==> config.mk <==
export PLATFORM = sky130hd
export DESIGN_NAME = overtravel_input_mapper
export DESIGN_NICKNAME = d
export VERILOG_FILES = /design/src/rtl/overtravel_input_mapper_pkg.sv /design/src/rtl/overtravel_input_mapper.sv
export VERILOG_INCLUDE_DIRS = /design/src /design/src/rtl
export SDC_FILE = /design/constraint.sdc
export NUM_CORES = 1
export LEC_CHECK = 0
export ABC_AREA = 1
export BUFFER_PORTS_ARGS = -buffer_cell sky130_fd_sc_hd__clkbuf_2
export CORE_ASPECT_RATIO = 1.5
export CORE_UTILIZATION = 45
export CTS_BUF_LIST = sky130_fd_sc_hd__clkbuf_16
export DETAILED_ROUTE_END_ITERATION = 10
export PLACE_DENSITY = 0.64
export SETUP_SLACK_MARGIN = 0.2
export SLEW_MARGIN = 15
export SYNTH_ARGS = -nofsm -noshare
export SYNTH_HDL_FRONTEND = slang
export SYNTH_SLANG_ARGS = --single-unit
==> constraint.sdc <==
create_clock -name mclk -period 2.6 [get_ports mclk]
set_input_delay 0.13 -clock mclk [delete_from_list [all_inputs] [get_ports mclk]]
set_output_delay 0.13 -clock mclk [all_outputs]
set_load 0.005 [all_outputs]
==> src/rtl/overtravel_input_mapper_map.svh <==
// Register offsets, field positions, reset values and selector codes of the overtravel input mapper.
`ifndef OVERTRAVEL_INPUT_MAPPER_MAP_SVH
`define OVERTRAVEL_INPUT_MAPPER_MAP_SVH
`define OIM_OFF_SEL_SECOND 4'h0
`define OIM_OFF_SEL_THIRD 4'h4
`define OIM_OFF_ACT_SECOND 4'h8
`define OIM_OFF_ACT_THIRD 4'hc
`define OIM_RST_SEL_SECOND 16'h8882
`define OIM_RST_SEL_THIRD 16'h8888
`define OIM_REV_DIGIT_LSB 0
`define OIM_REV_DIGIT_MSB 3
`define OIM_CODE_LOW_LAST 4'h6
`define OIM_CODE_FORCE_ON 4'h7
`define OIM_CODE_FORCE_OFF 4'h8
`define OIM_CODE_HIGH_FIRST 4'h9
`define OIM_TERM_COUNT 7
`endif

==> src/rtl/overtravel_input_mapper_pkg.sv <==
// Types shared by the overtravel input mapper.
package overtravel_input_mapper_pkg;
	// Pair of input-selection parameters that travel together.
	typedef struct packed {
		logic [15:0] second;
		logic [15:0] third;
	} input_select_t;
	// Sequencer of the mapper after a power cycle.
	typedef enum logic [0:0] {
		ST_LOAD,
		ST_RUN
	} map_state_t;
endpackage

==> src/rtl/overtravel_input_mapper.sv <==
// Overtravel input mapper: selection parameters, staged activation and reverse limit routing.
//
// The plain strobed port and the register addresses were chosen for this implementation.
`timescale 1ns/10ps
`include "overtravel_input_mapper_map.svh"

// Summary of operation
// - Second selection parameter defaults 8882, low digit.
// - Codes 0-6 route terminal, active low.
// - Codes 9-F route terminal, active high.
// - Third selection parameter defaults 8888, reserved.
// - New values apply only on set-up command.
// - Stored values apply after power cycle.
module overtravel_input_mapper
	import overtravel_input_mapper_pkg::*;
(
	input wire logic mclk, // System clock, 100 MHz.
	input wire logic reset_n, // Synchronous reset, models a power cycle.
	input wire logic por_n, // Synchronous init of the nonvolatile store.
	input wire logic [3:0] reg_addr, // Register byte address.
	input wire logic [15:0] reg_wdata, // Register write data.
	input wire logic reg_wr, // Write strobe.
	input wire logic reg_rd, // Read strobe.
	output logic [15:0] reg_rdata, // Read data, one cycle after the strobe.
	input wire logic setup_device_cmd, // Set-up-device command pulse.
	input wire logic nonvolatile_param_write_cmd, // Nonvolatile store command pulse.
	input wire logic [6:0] io_connector_terminals, // General-purpose input terminal levels.
	output logic reverse_travel_limit // Reverse overtravel signal, high when active.
);

	// Written values waiting for a set-up command.
	input_select_t pend_r;
	input_select_t pend_nxt;
	// Values that currently steer the routing.
	input_select_t act_r;
	input_select_t act_nxt;
	// Nonvolatile copy; survives reset_n, set back to the defaults only by por_n.
	input_select_t nv_r;
	input_select_t nv_nxt;
	// Power-up sequencer.
	map_state_t state_r;
	// Registered read data and output.
	logic [15:0] rdata_r;
	logic [15:0] rdata_nxt;
	logic limit_r;
	logic limit_nxt;

	// Address decode of the register port.
	wire wr_second = reg_wr && (reg_addr == `OIM_OFF_SEL_SECOND);
	wire wr_third = reg_wr && (reg_addr == `OIM_OFF_SEL_THIRD);
	wire hit_sel2 = reg_addr == `OIM_OFF_SEL_SECOND;
	wire hit_sel3 = reg_addr == `OIM_OFF_SEL_THIRD;
	wire hit_act2 = reg_addr == `OIM_OFF_ACT_SECOND;
	wire hit_act3 = reg_addr == `OIM_OFF_ACT_THIRD;

	// Reverse selector digit of the active value.
	wire [3:0] rev_code = act_r.second[`OIM_REV_DIGIT_MSB:`OIM_REV_DIGIT_LSB];
	wire code_low = rev_code <= `OIM_CODE_LOW_LAST;
	wire code_high = rev_code >= `OIM_CODE_HIGH_FIRST;
	// Terminal offset of the high-active codes; the high-active route check below indexes with it.
	wire [3:0] high_idx = rev_code - `OIM_CODE_HIGH_FIRST;
	// One-hot terminal picks; codes 7 and 8 pick nothing, so no index runs past the last terminal.
	wire [6:0] pick_low; // Terminal chosen by a low-active code.
	wire [6:0] pick_high; // Terminal chosen by a high-active code.
	genvar gi;
	generate
		for (gi = 0; gi < `OIM_TERM_COUNT; gi = gi + 1) begin : g_term
			// Low codes count up from zero and high codes from nine, in the same terminal order.
			assign pick_low[gi] = (rev_code == 4'(gi));
			assign pick_high[gi] = (rev_code == 4'(gi) + `OIM_CODE_HIGH_FIRST);
		end
	endgenerate
	// Level of the picked terminal, or zero while a forced code is in use.
	wire term_level = |((pick_low | pick_high) & io_connector_terminals);

	// Routing of the selected terminal, or a forced level.
	assign limit_nxt = (state_r != ST_RUN) ? 1'b0 :
		code_low ? ~term_level :
		code_high ? term_level :
		(rev_code == `OIM_CODE_FORCE_ON);

	// Pending values: loaded from the store at power up, then by software.
	// Reserved digits are stored as written; keeping them at default is up to software.
	assign pend_nxt.second = (state_r == ST_LOAD) ? nv_r.second :
		wr_second ? reg_wdata : pend_r.second;
	assign pend_nxt.third = (state_r == ST_LOAD) ? nv_r.third :
		wr_third ? reg_wdata : pend_r.third;

	// Active values change only at power up load or on a set-up command.
	assign act_nxt = (state_r == ST_LOAD) ? nv_r :
		setup_device_cmd ? pend_r : act_r;

	// Store copies the pending values on the nonvolatile write command.
	assign nv_nxt = nonvolatile_param_write_cmd ? pend_r : nv_r;

	// Read mux; unmapped addresses read zero.
	assign rdata_nxt = !reg_rd ? 16'h0000 :
		hit_sel2 ? pend_r.second :
		hit_sel3 ? pend_r.third :
		hit_act2 ? act_r.second :
		hit_act3 ? act_r.third : 16'h0000;

	// Nonvolatile store; it ignores reset_n so that a power cycle keeps it.
	always_ff @(posedge mclk) begin
		if (!por_n) begin
			nv_r.second <= `OIM_RST_SEL_SECOND;
			nv_r.third <= `OIM_RST_SEL_THIRD;
		end else begin
			nv_r <= nv_nxt;
		end
	end

	// Power-up sequencer; the load state lasts one cycle after every reset.
	always_ff @(posedge mclk) begin
		if (!reset_n) begin
			state_r <= ST_LOAD;
		end else begin
			state_r <= ST_RUN;
		end
	end

	// Pending values; the defaults hold only until the load cycle copies the store in.
	always_ff @(posedge mclk) begin
		if (!reset_n) begin
			pend_r.second <= `OIM_RST_SEL_SECOND;
			pend_r.third <= `OIM_RST_SEL_THIRD;
		end else begin
			pend_r <= pend_nxt;
		end
	end

	// Active values; kept apart from the pending ones so that a half-written
	// configuration never steers the routing before the set-up command.
	always_ff @(posedge mclk) begin
		if (!reset_n) begin
			act_r.second <= `OIM_RST_SEL_SECOND;
			act_r.third <= `OIM_RST_SEL_THIRD;
		end else begin
			act_r <= act_nxt;
		end
	end

	// Read data register; it shows zero outside the cycle after a read strobe.
	always_ff @(posedge mclk) begin
		if (!reset_n) begin
			rdata_r <= 16'h0000;
		end else begin
			rdata_r <= rdata_nxt;
		end
	end

	// Limit output register; held inactive through reset and load, so a power
	// cycle never reports an overtravel that the terminals did not show.
	always_ff @(posedge mclk) begin
		if (!reset_n) begin
			limit_r <= 1'b0;
		end else begin
			limit_r <= limit_nxt;
		end
	end

	assign reg_rdata = rdata_r;
	assign reverse_travel_limit = limit_r;

	// Low-active routing follows the inverted terminal one cycle later.
	property p_low_route;
		@(posedge mclk) disable iff (!reset_n)
		(state_r == ST_RUN && code_low) |=> (reverse_travel_limit == !$past(io_connector_terminals[rev_code[2:0]]));
	endproperty
	a_low_route: assert property (p_low_route) else $error("low-active route wrong");

	// High-active routing follows the terminal one cycle later.
	property p_high_route;
		@(posedge mclk) disable iff (!reset_n)
		(state_r == ST_RUN && code_high) |=> (reverse_travel_limit == $past(io_connector_terminals[high_idx[2:0]]));
	endproperty
	a_high_route: assert property (p_high_route) else $error("high-active route wrong");

	// Forced codes hold the output fixed.
	property p_forced;
		@(posedge mclk) disable iff (!reset_n)
		(state_r == ST_RUN && (rev_code == `OIM_CODE_FORCE_ON || rev_code == `OIM_CODE_FORCE_OFF))
			|=> (reverse_travel_limit == ($past(rev_code) == `OIM_CODE_FORCE_ON));
	endproperty
	a_forced: assert property (p_forced) else $error("forced level wrong");

	// A write alone never moves the active values.
	property p_no_early;
		@(posedge mclk) disable iff (!reset_n)
		(state_r == ST_RUN && !setup_device_cmd) |=> (act_r == $past(act_r));
	endproperty
	a_no_early: assert property (p_no_early) else $error("active value changed without set-up");

	// Set-up command applies the pending values.
	property p_setup;
		@(posedge mclk) disable iff (!reset_n)
		(state_r == ST_RUN && setup_device_cmd) |=> (act_r == $past(pend_r));
	endproperty
	a_setup: assert property (p_setup) else $error("set-up did not apply values");

	// After a reset the active values equal the store two edges later.
	property p_power_cycle;
		@(posedge mclk) (!reset_n && por_n && !nonvolatile_param_write_cmd) ##1 reset_n
			|=> (act_r == $past(nv_r));
	endproperty
	a_power_cycle: assert property (p_power_cycle) else $error("store not applied after reset");

	// Store init gives the second default.
	property p_def_second;
		@(posedge mclk) !por_n |=> (nv_r.second == `OIM_RST_SEL_SECOND);
	endproperty
	a_def_second: assert property (p_def_second) else $error("second default wrong");

	// Store init gives the third default.
	property p_def_third;
		@(posedge mclk) !por_n |=> (nv_r.third == `OIM_RST_SEL_THIRD);
	endproperty
	a_def_third: assert property (p_def_third) else $error("third default wrong");

	// A write lands in the pending second value.
	property p_write_second;
		@(posedge mclk) disable iff (!reset_n)
		(state_r == ST_RUN && wr_second) |=> (pend_r.second == $past(reg_wdata));
	endproperty
	a_write_second: assert property (p_write_second) else $error("second write lost");

	// A write lands in the pending third value.
	property p_write_third;
		@(posedge mclk) disable iff (!reset_n)
		(state_r == ST_RUN && wr_third) |=> (pend_r.third == $past(reg_wdata));
	endproperty
	a_write_third: assert property (p_write_third) else $error("third write lost");

	// Without a write the pending second value holds.
	property p_keep_second;
		@(posedge mclk) disable iff (!reset_n)
		(state_r == ST_RUN && !wr_second) |=> (pend_r.second == $past(pend_r.second));
	endproperty
	a_keep_second: assert property (p_keep_second) else $error("pending second moved");

	// Without a write the pending third value holds.
	property p_keep_third;
		@(posedge mclk) disable iff (!reset_n)
		(state_r == ST_RUN && !wr_third) |=> (pend_r.third == $past(pend_r.third));
	endproperty
	a_keep_third: assert property (p_keep_third) else $error("pending third moved");

	// The store command copies both pending values.
	property p_store_write;
		@(posedge mclk)
		(por_n && nonvolatile_param_write_cmd) |=> (nv_r == $past(pend_r));
	endproperty
	a_store_write: assert property (p_store_write) else $error("store write lost");

	// The store holds through everything but its own command and por_n, reset_n included.
	property p_store_keep;
		@(posedge mclk)
		(por_n && !nonvolatile_param_write_cmd) |=> (nv_r == $past(nv_r));
	endproperty
	a_store_keep: assert property (p_store_keep) else $error("store lost its contents");

	// The load cycle copies the store into pending and active values.
	property p_load;
		@(posedge mclk) disable iff (!reset_n)
		(state_r == ST_LOAD) |=> (act_r == $past(nv_r) && pend_r == $past(nv_r));
	endproperty
	a_load: assert property (p_load) else $error("load cycle missed the store");

	// The output stays inactive through the load cycle.
	property p_load_quiet;
		@(posedge mclk) disable iff (!reset_n)
		(state_r == ST_LOAD) |=> !reverse_travel_limit;
	endproperty
	a_load_quiet: assert property (p_load_quiet) else $error("limit active during load");

	// Reset clears both outputs.
	property p_reset_quiet;
		@(posedge mclk)
		!reset_n |=> (!reverse_travel_limit && reg_rdata == 16'h0000);
	endproperty
	a_reset_quiet: assert property (p_reset_quiet) else $error("outputs not cleared by reset");

	// Read data are zero unless a read was strobed.
	property p_rdata_idle;
		@(posedge mclk) disable iff (!reset_n)
		!reg_rd |=> (reg_rdata == 16'h0000);
	endproperty
	a_rdata_idle: assert property (p_rdata_idle) else $error("read data outside read cycle");

	// A read of the active second address shows the active value.
	property p_read_active;
		@(posedge mclk) disable iff (!reset_n)
		(reg_rd && hit_act2) |=> (reg_rdata == $past(act_r.second));
	endproperty
	a_read_active: assert property (p_read_active) else $error("active read wrong");

	// A read of an unmapped address gives zero.
	property p_read_unmapped;
		@(posedge mclk) disable iff (!reset_n)
		(reg_rd && !hit_sel2 && !hit_sel3 && !hit_act2 && !hit_act3) |=> (reg_rdata == 16'h0000);
	endproperty
	a_read_unmapped: assert property (p_read_unmapped) else $error("unmapped read not zero");

endmodule // overtravel_input_mapper

## After elaboration in Yosys (flattened, before gate mapping)

Index checks and enable logic that the tools add are counted.

| word-level totals | value |
|---|---|
| bits of input ports | 34 |
| logic and storage cells | 54 |
| output and inout bits | 17 |
| flip-flop bits (word level) | 114 |

| operators by class | value |
|---|---|
| reductions and logical operators | 7 |
| mux-type cells | 13 |
| magnitude comparators | 2 |
| bitwise logic cells | 3 |
| equality and inequality tests | 20 |

Operators by type and width:

| operator | count |
|---|---|
| $mux W16 | 8 |
| $mux W32 | 2 |
| $eq A4 B4 Y1 const B | 9 |
| $eq A4 B3 Y1 const B | 5 |
| $eq A4 B2 Y1 const B | 2 |
| $logic_not A4 Y1 | 2 |
| $and A7 B7 Y7 | 1 |
| $or A7 B7 Y7 | 1 |
| $reduce_or A7 Y1 | 1 |
| $eq A4 B1 Y1 const B | 1 |
| $ge A4 B4 Y1 const B | 1 |
| $le A4 B3 Y1 const B | 1 |
| $ne A2 B1 Y1 const B | 2 |
| $reduce_and A2 Y1 | 2 |
| $mux W1 | 3 |
| $logic_and A1 B1 Y1 | 2 |
| $ne A2 B2 Y1 const B | 1 |
| $not A1 Y1 | 1 |

## Logic depth before layout (Yosys ltp)

| logic depth | value |
|---|---|
| depth in word-level cells | 6 |
| gate-level depth with buffers | 9 |
| depth with buffers taken out | 8 |

## Worst setup path after synthesis

No wires, ideal clock.

| timing path | value |
|---|---|
| kind | reg-to-reg |
| start point | register state_r |
| end point | register act_r[29] in the netlist's numbering |
| cell stages (with the launch flop) | 6 |
| slack | 1.407 ns |
| period minus slack after synthesis | 1.193 ns |
| arrival | 1.064 ns |
| required time | 2.472 ns |
| setup time | 0.128 ns |
| path buffers | 2 |
| path through | dfxtp_1 > buf_4 > buf_1 > nor2_1 > o21ai_0 > o31ai_1 |

| on the way | value |
|---|---|
| word-level cells in the longest chain between the ends | 1 |
| elaborated cells on any way between the ends | 2 |
| those cells by class | eq/ne: 1; mux: 1 |

Ends and longest elaborated chain:

| item | line | RTL |
|---|---|---|
| start: declaration | overtravel_input_mapper.sv:41 | `map_state_t state_r;` |
| start signal: assignment | overtravel_input_mapper.sv:116 | `state_r <= ST_LOAD;` |
| start signal: assignment | overtravel_input_mapper.sv:118 | `state_r <= ST_RUN;` |
| $ne A2 B2 Y1 (no line) / $mux W32 (equally long branches) | - |  |
| end signal: assignment | overtravel_input_mapper.sv:139 | `act_r <= act_nxt;` |
| end: declaration | overtravel_input_mapper.sv:35 | `input_select_t act_r;` |

Several ways; a longest one is shown, not always the timed one.
A chain may end at the register's enable or synchronous reset.

## Final worst setup path

| timing path | value |
|---|---|
| start point | register state_r |
| end point | register act_r[20] in the netlist's numbering |

The elaborated chain is that of the path after synthesis.

==> results.sh <==
export IMPL_timing_final_hold_violations=0
export IMPL_fin_worst_skew_ns=0.00825
export IMPL_synth_top_flop_cell="dfxtp_1"
export IMPL_synthCells=683
export IMPL_synth_distinct_cells=31
export IMPL_layout_cells_non_filler=880
export IMPL_top_fanout_value_on_the_critical_path=23
export IMPL_timing_reg2reg_setup_slack_ns=0.57
export IMPL_clock_tree_buf_depth=2
export IMPL_endpoint_kind="register"
export IMPL_cts_tree="yes"
export IMPL_initial_cell_density_of_the_core_pct=46.3
export IMPL_first_global_vias=4599
export IMPL_seq_area_frac_synth_pct=46.8
export IMPL_top_level_ports=51
export IMPL_max_cap_viol_count=0
export IMPL_detailedRoute_firstIterationViolations=474
export IMPL_finish_stage_setup_viols=0
export IMPL_cts_repair_timing_setup_buffer_count=0
export IMPL_worst_r2r_startpoint="state_r"
export IMPL_post_synth_arst_share_pct=0
export IMPL_synth_warning_count=0
export IMPL_cp_data_required_time_ns=2.93
export IMPL_fin_crit_sh_pct=77.9
export IMPL_ir_drop_uv=427
export IMPL_setup_tns_final_ns=0
export IMPL_die_w_um=87.0
export IMPL_last_weighted_congestion_value_of_the_routability_driven_placer=0.855
export IMPL_wl_per_cell_um=16.4
export IMPL_powerDensity_mw_per_mm2=809
export IMPL_yosys_register_bits=114
export IMPL_rsz0062_at_grt="false"
export IMPL_area_delta_synth_final_pct=18.4
export IMPL_grt_usage_pct=26.8
export IMPL_worst_setup_path_type="register to register"
export IMPL_path_clk_slew_ns=0.05
export IMPL_clk_insertion_delay_late_ns=0.41
export IMPL_relSlewSlack_pct=38.4
export IMPL_timing_reg2reg_worst_path_depth=4
export IMPL_ranking_of_synthesized_cells_by_instance_count="180 x nand2_1, 114 x dfxtp_1, 68 x nor2_1, 68 x o21ai_0, 61 x inv_1"
export IMPL_min_delay_path_depth=3
export IMPL_routed_wl_mm=14.4
export IMPL_chipHeight_um=129
export IMPL_post_synth_top_area_cell="dfxtp_1"
export IMPL_drive_gt1_share_pct=13.3
export IMPL_fmax_mhz=494
export IMPL_die_area_sq_mm=0.0113
export IMPL_via_per_inst=5.43
export IMPL_hold_class="primary input to register"
export IMPL_design_final_nets=757
export IMPL_first_pass_grt_wire_length_mm=22.6
export IMPL_post_synthesis_net_count=717
export IMPL_maximum_number_of_pins_on_one_net_before_global_route_repair=43
export IMPL_post_synth_instance_area_sq_mm=0.00487
export IMPL_clk_root_buffer_cell="clkbuf_16"
export IMPL_rows=46
export IMPL_finalMaxSlewViolations=0
export IMPL_number_of_buffers_inserted_by_port_buffering=50
export IMPL_synth_enable_flop_cells=0
export IMPL_cellLeakagePower_nw=2.51
export IMPL_critPathLaunchType="register"
export IMPL_postRouteAntennaNets=0
export IMPL_crit_arrival_ns=2.35
export IMPL_n_antenna_cell=0
export IMPL_dr_pass1_iters=5
export IMPL_worstHoldStart="reg_wdata[1]"
export IMPL_outcome="complete, no violations"
export IMPL_post_synth_top_area_fraction_pct=46.8
export IMPL_yosys_cell_count_top_type="nand2_1"
export IMPL_grt_antenna_before_repair=0
export IMPL_synthTopCellsByArea="dfxtp_1 47%, nand2_1 14%, o21ai_0 7.0%, a21oi_1 5.8%, nor2_1 5.2%"
export IMPL_cts_made_buffers=17
export IMPL_timing_hold_worst_endpoint="pend_r[17]"
export IMPL_fin_crit_ns=2.03
export IMPL_reg2reg_to="act_r[20]"
export IMPL_drc_errors=0
export IMPL_cts_htree_levels=4
export IMPL_grt_remaining_overflow=0
export IMPL_clock_sinks=114
export IMPL_cts_repair_resize_count=0
export IMPL_synth_area_per_cell_sq_um=7.14
export IMPL_routed_via_count=4781
export IMPL_dp_cells=847
export IMPL_detailed_place_hpwl_mm=8.97
export IMPL_transition_time_at_the_pin_with_the_least_slew_margin_ns=0.923
export IMPL_fp_coreArea_sq_mm=0.0105
-- layer usage --
metal	vias up	wire, um	global-route usage (%)
li1	2302	-	-
met1	2239	5790	29.7
met2	188	7310	47.2
met3	52	738	5.54
met4	0	571	15.0
met5	-	0	0
-- flip-flops by register name (all words and copies together), names as in the netlist --
signal / flops
reverse_travel_limit: 1
nv_r: 32
pend_r: 32
reg_rdata: 16
state_r: 1
act_r: 32
-- where the power goes --
part | total [mW] | internal, mW | switching [mW] | leakage, nW
clock network | 2.37 | 1.57 | 0.793 | 0.297
logic | 0.392 | 0.125 | 0.267 | 1.28
registers | 1.91 | 1.85 | 0.0604 | 0.937
total | 4.67 | 3.55 | 1.12 | 2.51
-- layout make-up --
type / count / area [sq um]
clock inverters: 15 / 174
well taps: 144 / 180
flip-flops and latches: 114 / 2280
inverters: 67 / 254
multi-input cells: 467 / 2150
repair buffers: 56 / 298
fillers: 997 / 4760
clock buffers: 17 / 425
-- placed cells by master (no fill, tap or decap), types with 2 or more instances in the layout --
cell type   synthesis  routed
a21oi_1            56      56
a221oi_1            2       2
a31oi_1            10      10
buf_4               3       5
bufinv_16           0       4
clkbuf_16           0      17
clkbuf_2            0      50
clkinv_1            1       4
clkinv_2            0       4
clkinvlp_4          0       2
dfxtp_1           114     114
inv_1              61      63
inv_2               4       4
nand2_1           180     180
nand2_4             2       2
nand3_1            44      44
nand4_1             6       6
nor2_1             68      68
nor2_4              2       2
o211ai_1           12      12
o21ai_0            68      68
o21ai_1             9       9
-- critical path, stage by stage (launching register included) --
cell	delay [ns]
dfxtp_1	0.55
nand2_1	0.30
inv_1	0.76
a221oi_1	0.18
nor2_1	0.15
-- metrics by stage --
stage                     util (%)  hold slack [ns]  setup slack, ns  cell area [sq um]  total power, mW
after floorplan                  -            0.158             1.41               4870             2.19
after global placement        49.0            0.415            0.684               5160             2.31
after detailed placement      49.0            0.410            0.659               5160             2.32
after CTS                     54.8           0.0216            0.588               5770             4.67
after global routing          54.8           0.0445            0.460               5770             4.82
final                         54.8           0.0321            0.574               5770             4.67
-- worst max-delay path by stage --
stage / slack, ns / start / cells past startpoint / endpoint
floorplan: 1.41 / state_r / 5 / act_r[29]
global placement: 0.68 / reset_n / 4 / act_r[29]
detailed placement: 0.66 / state_r / 4 / act_r[20]
CTS: 0.59 / state_r / 4 / act_r[20]
global route: 0.46 / state_r / 4 / act_r[20]
finish: 0.57 / state_r / 4 / act_r[20]
-- cells by family after synthesis --
logic type	Yosys count	share of synthesized area (%)
AOI/OAI and AO/OA	159	17.5
buffers and inverters	102	8.96
DFF	114	46.8
and+or+nand+nor	308	26.7
-- timing repair --
action / in CTS / in global routing
setup endpoints to repair: 0 / 0
hold buffers: 1 / 0
hold endpoints to repair: 1 / 0
Note: power is estimated with default switching activity, not from simulation.
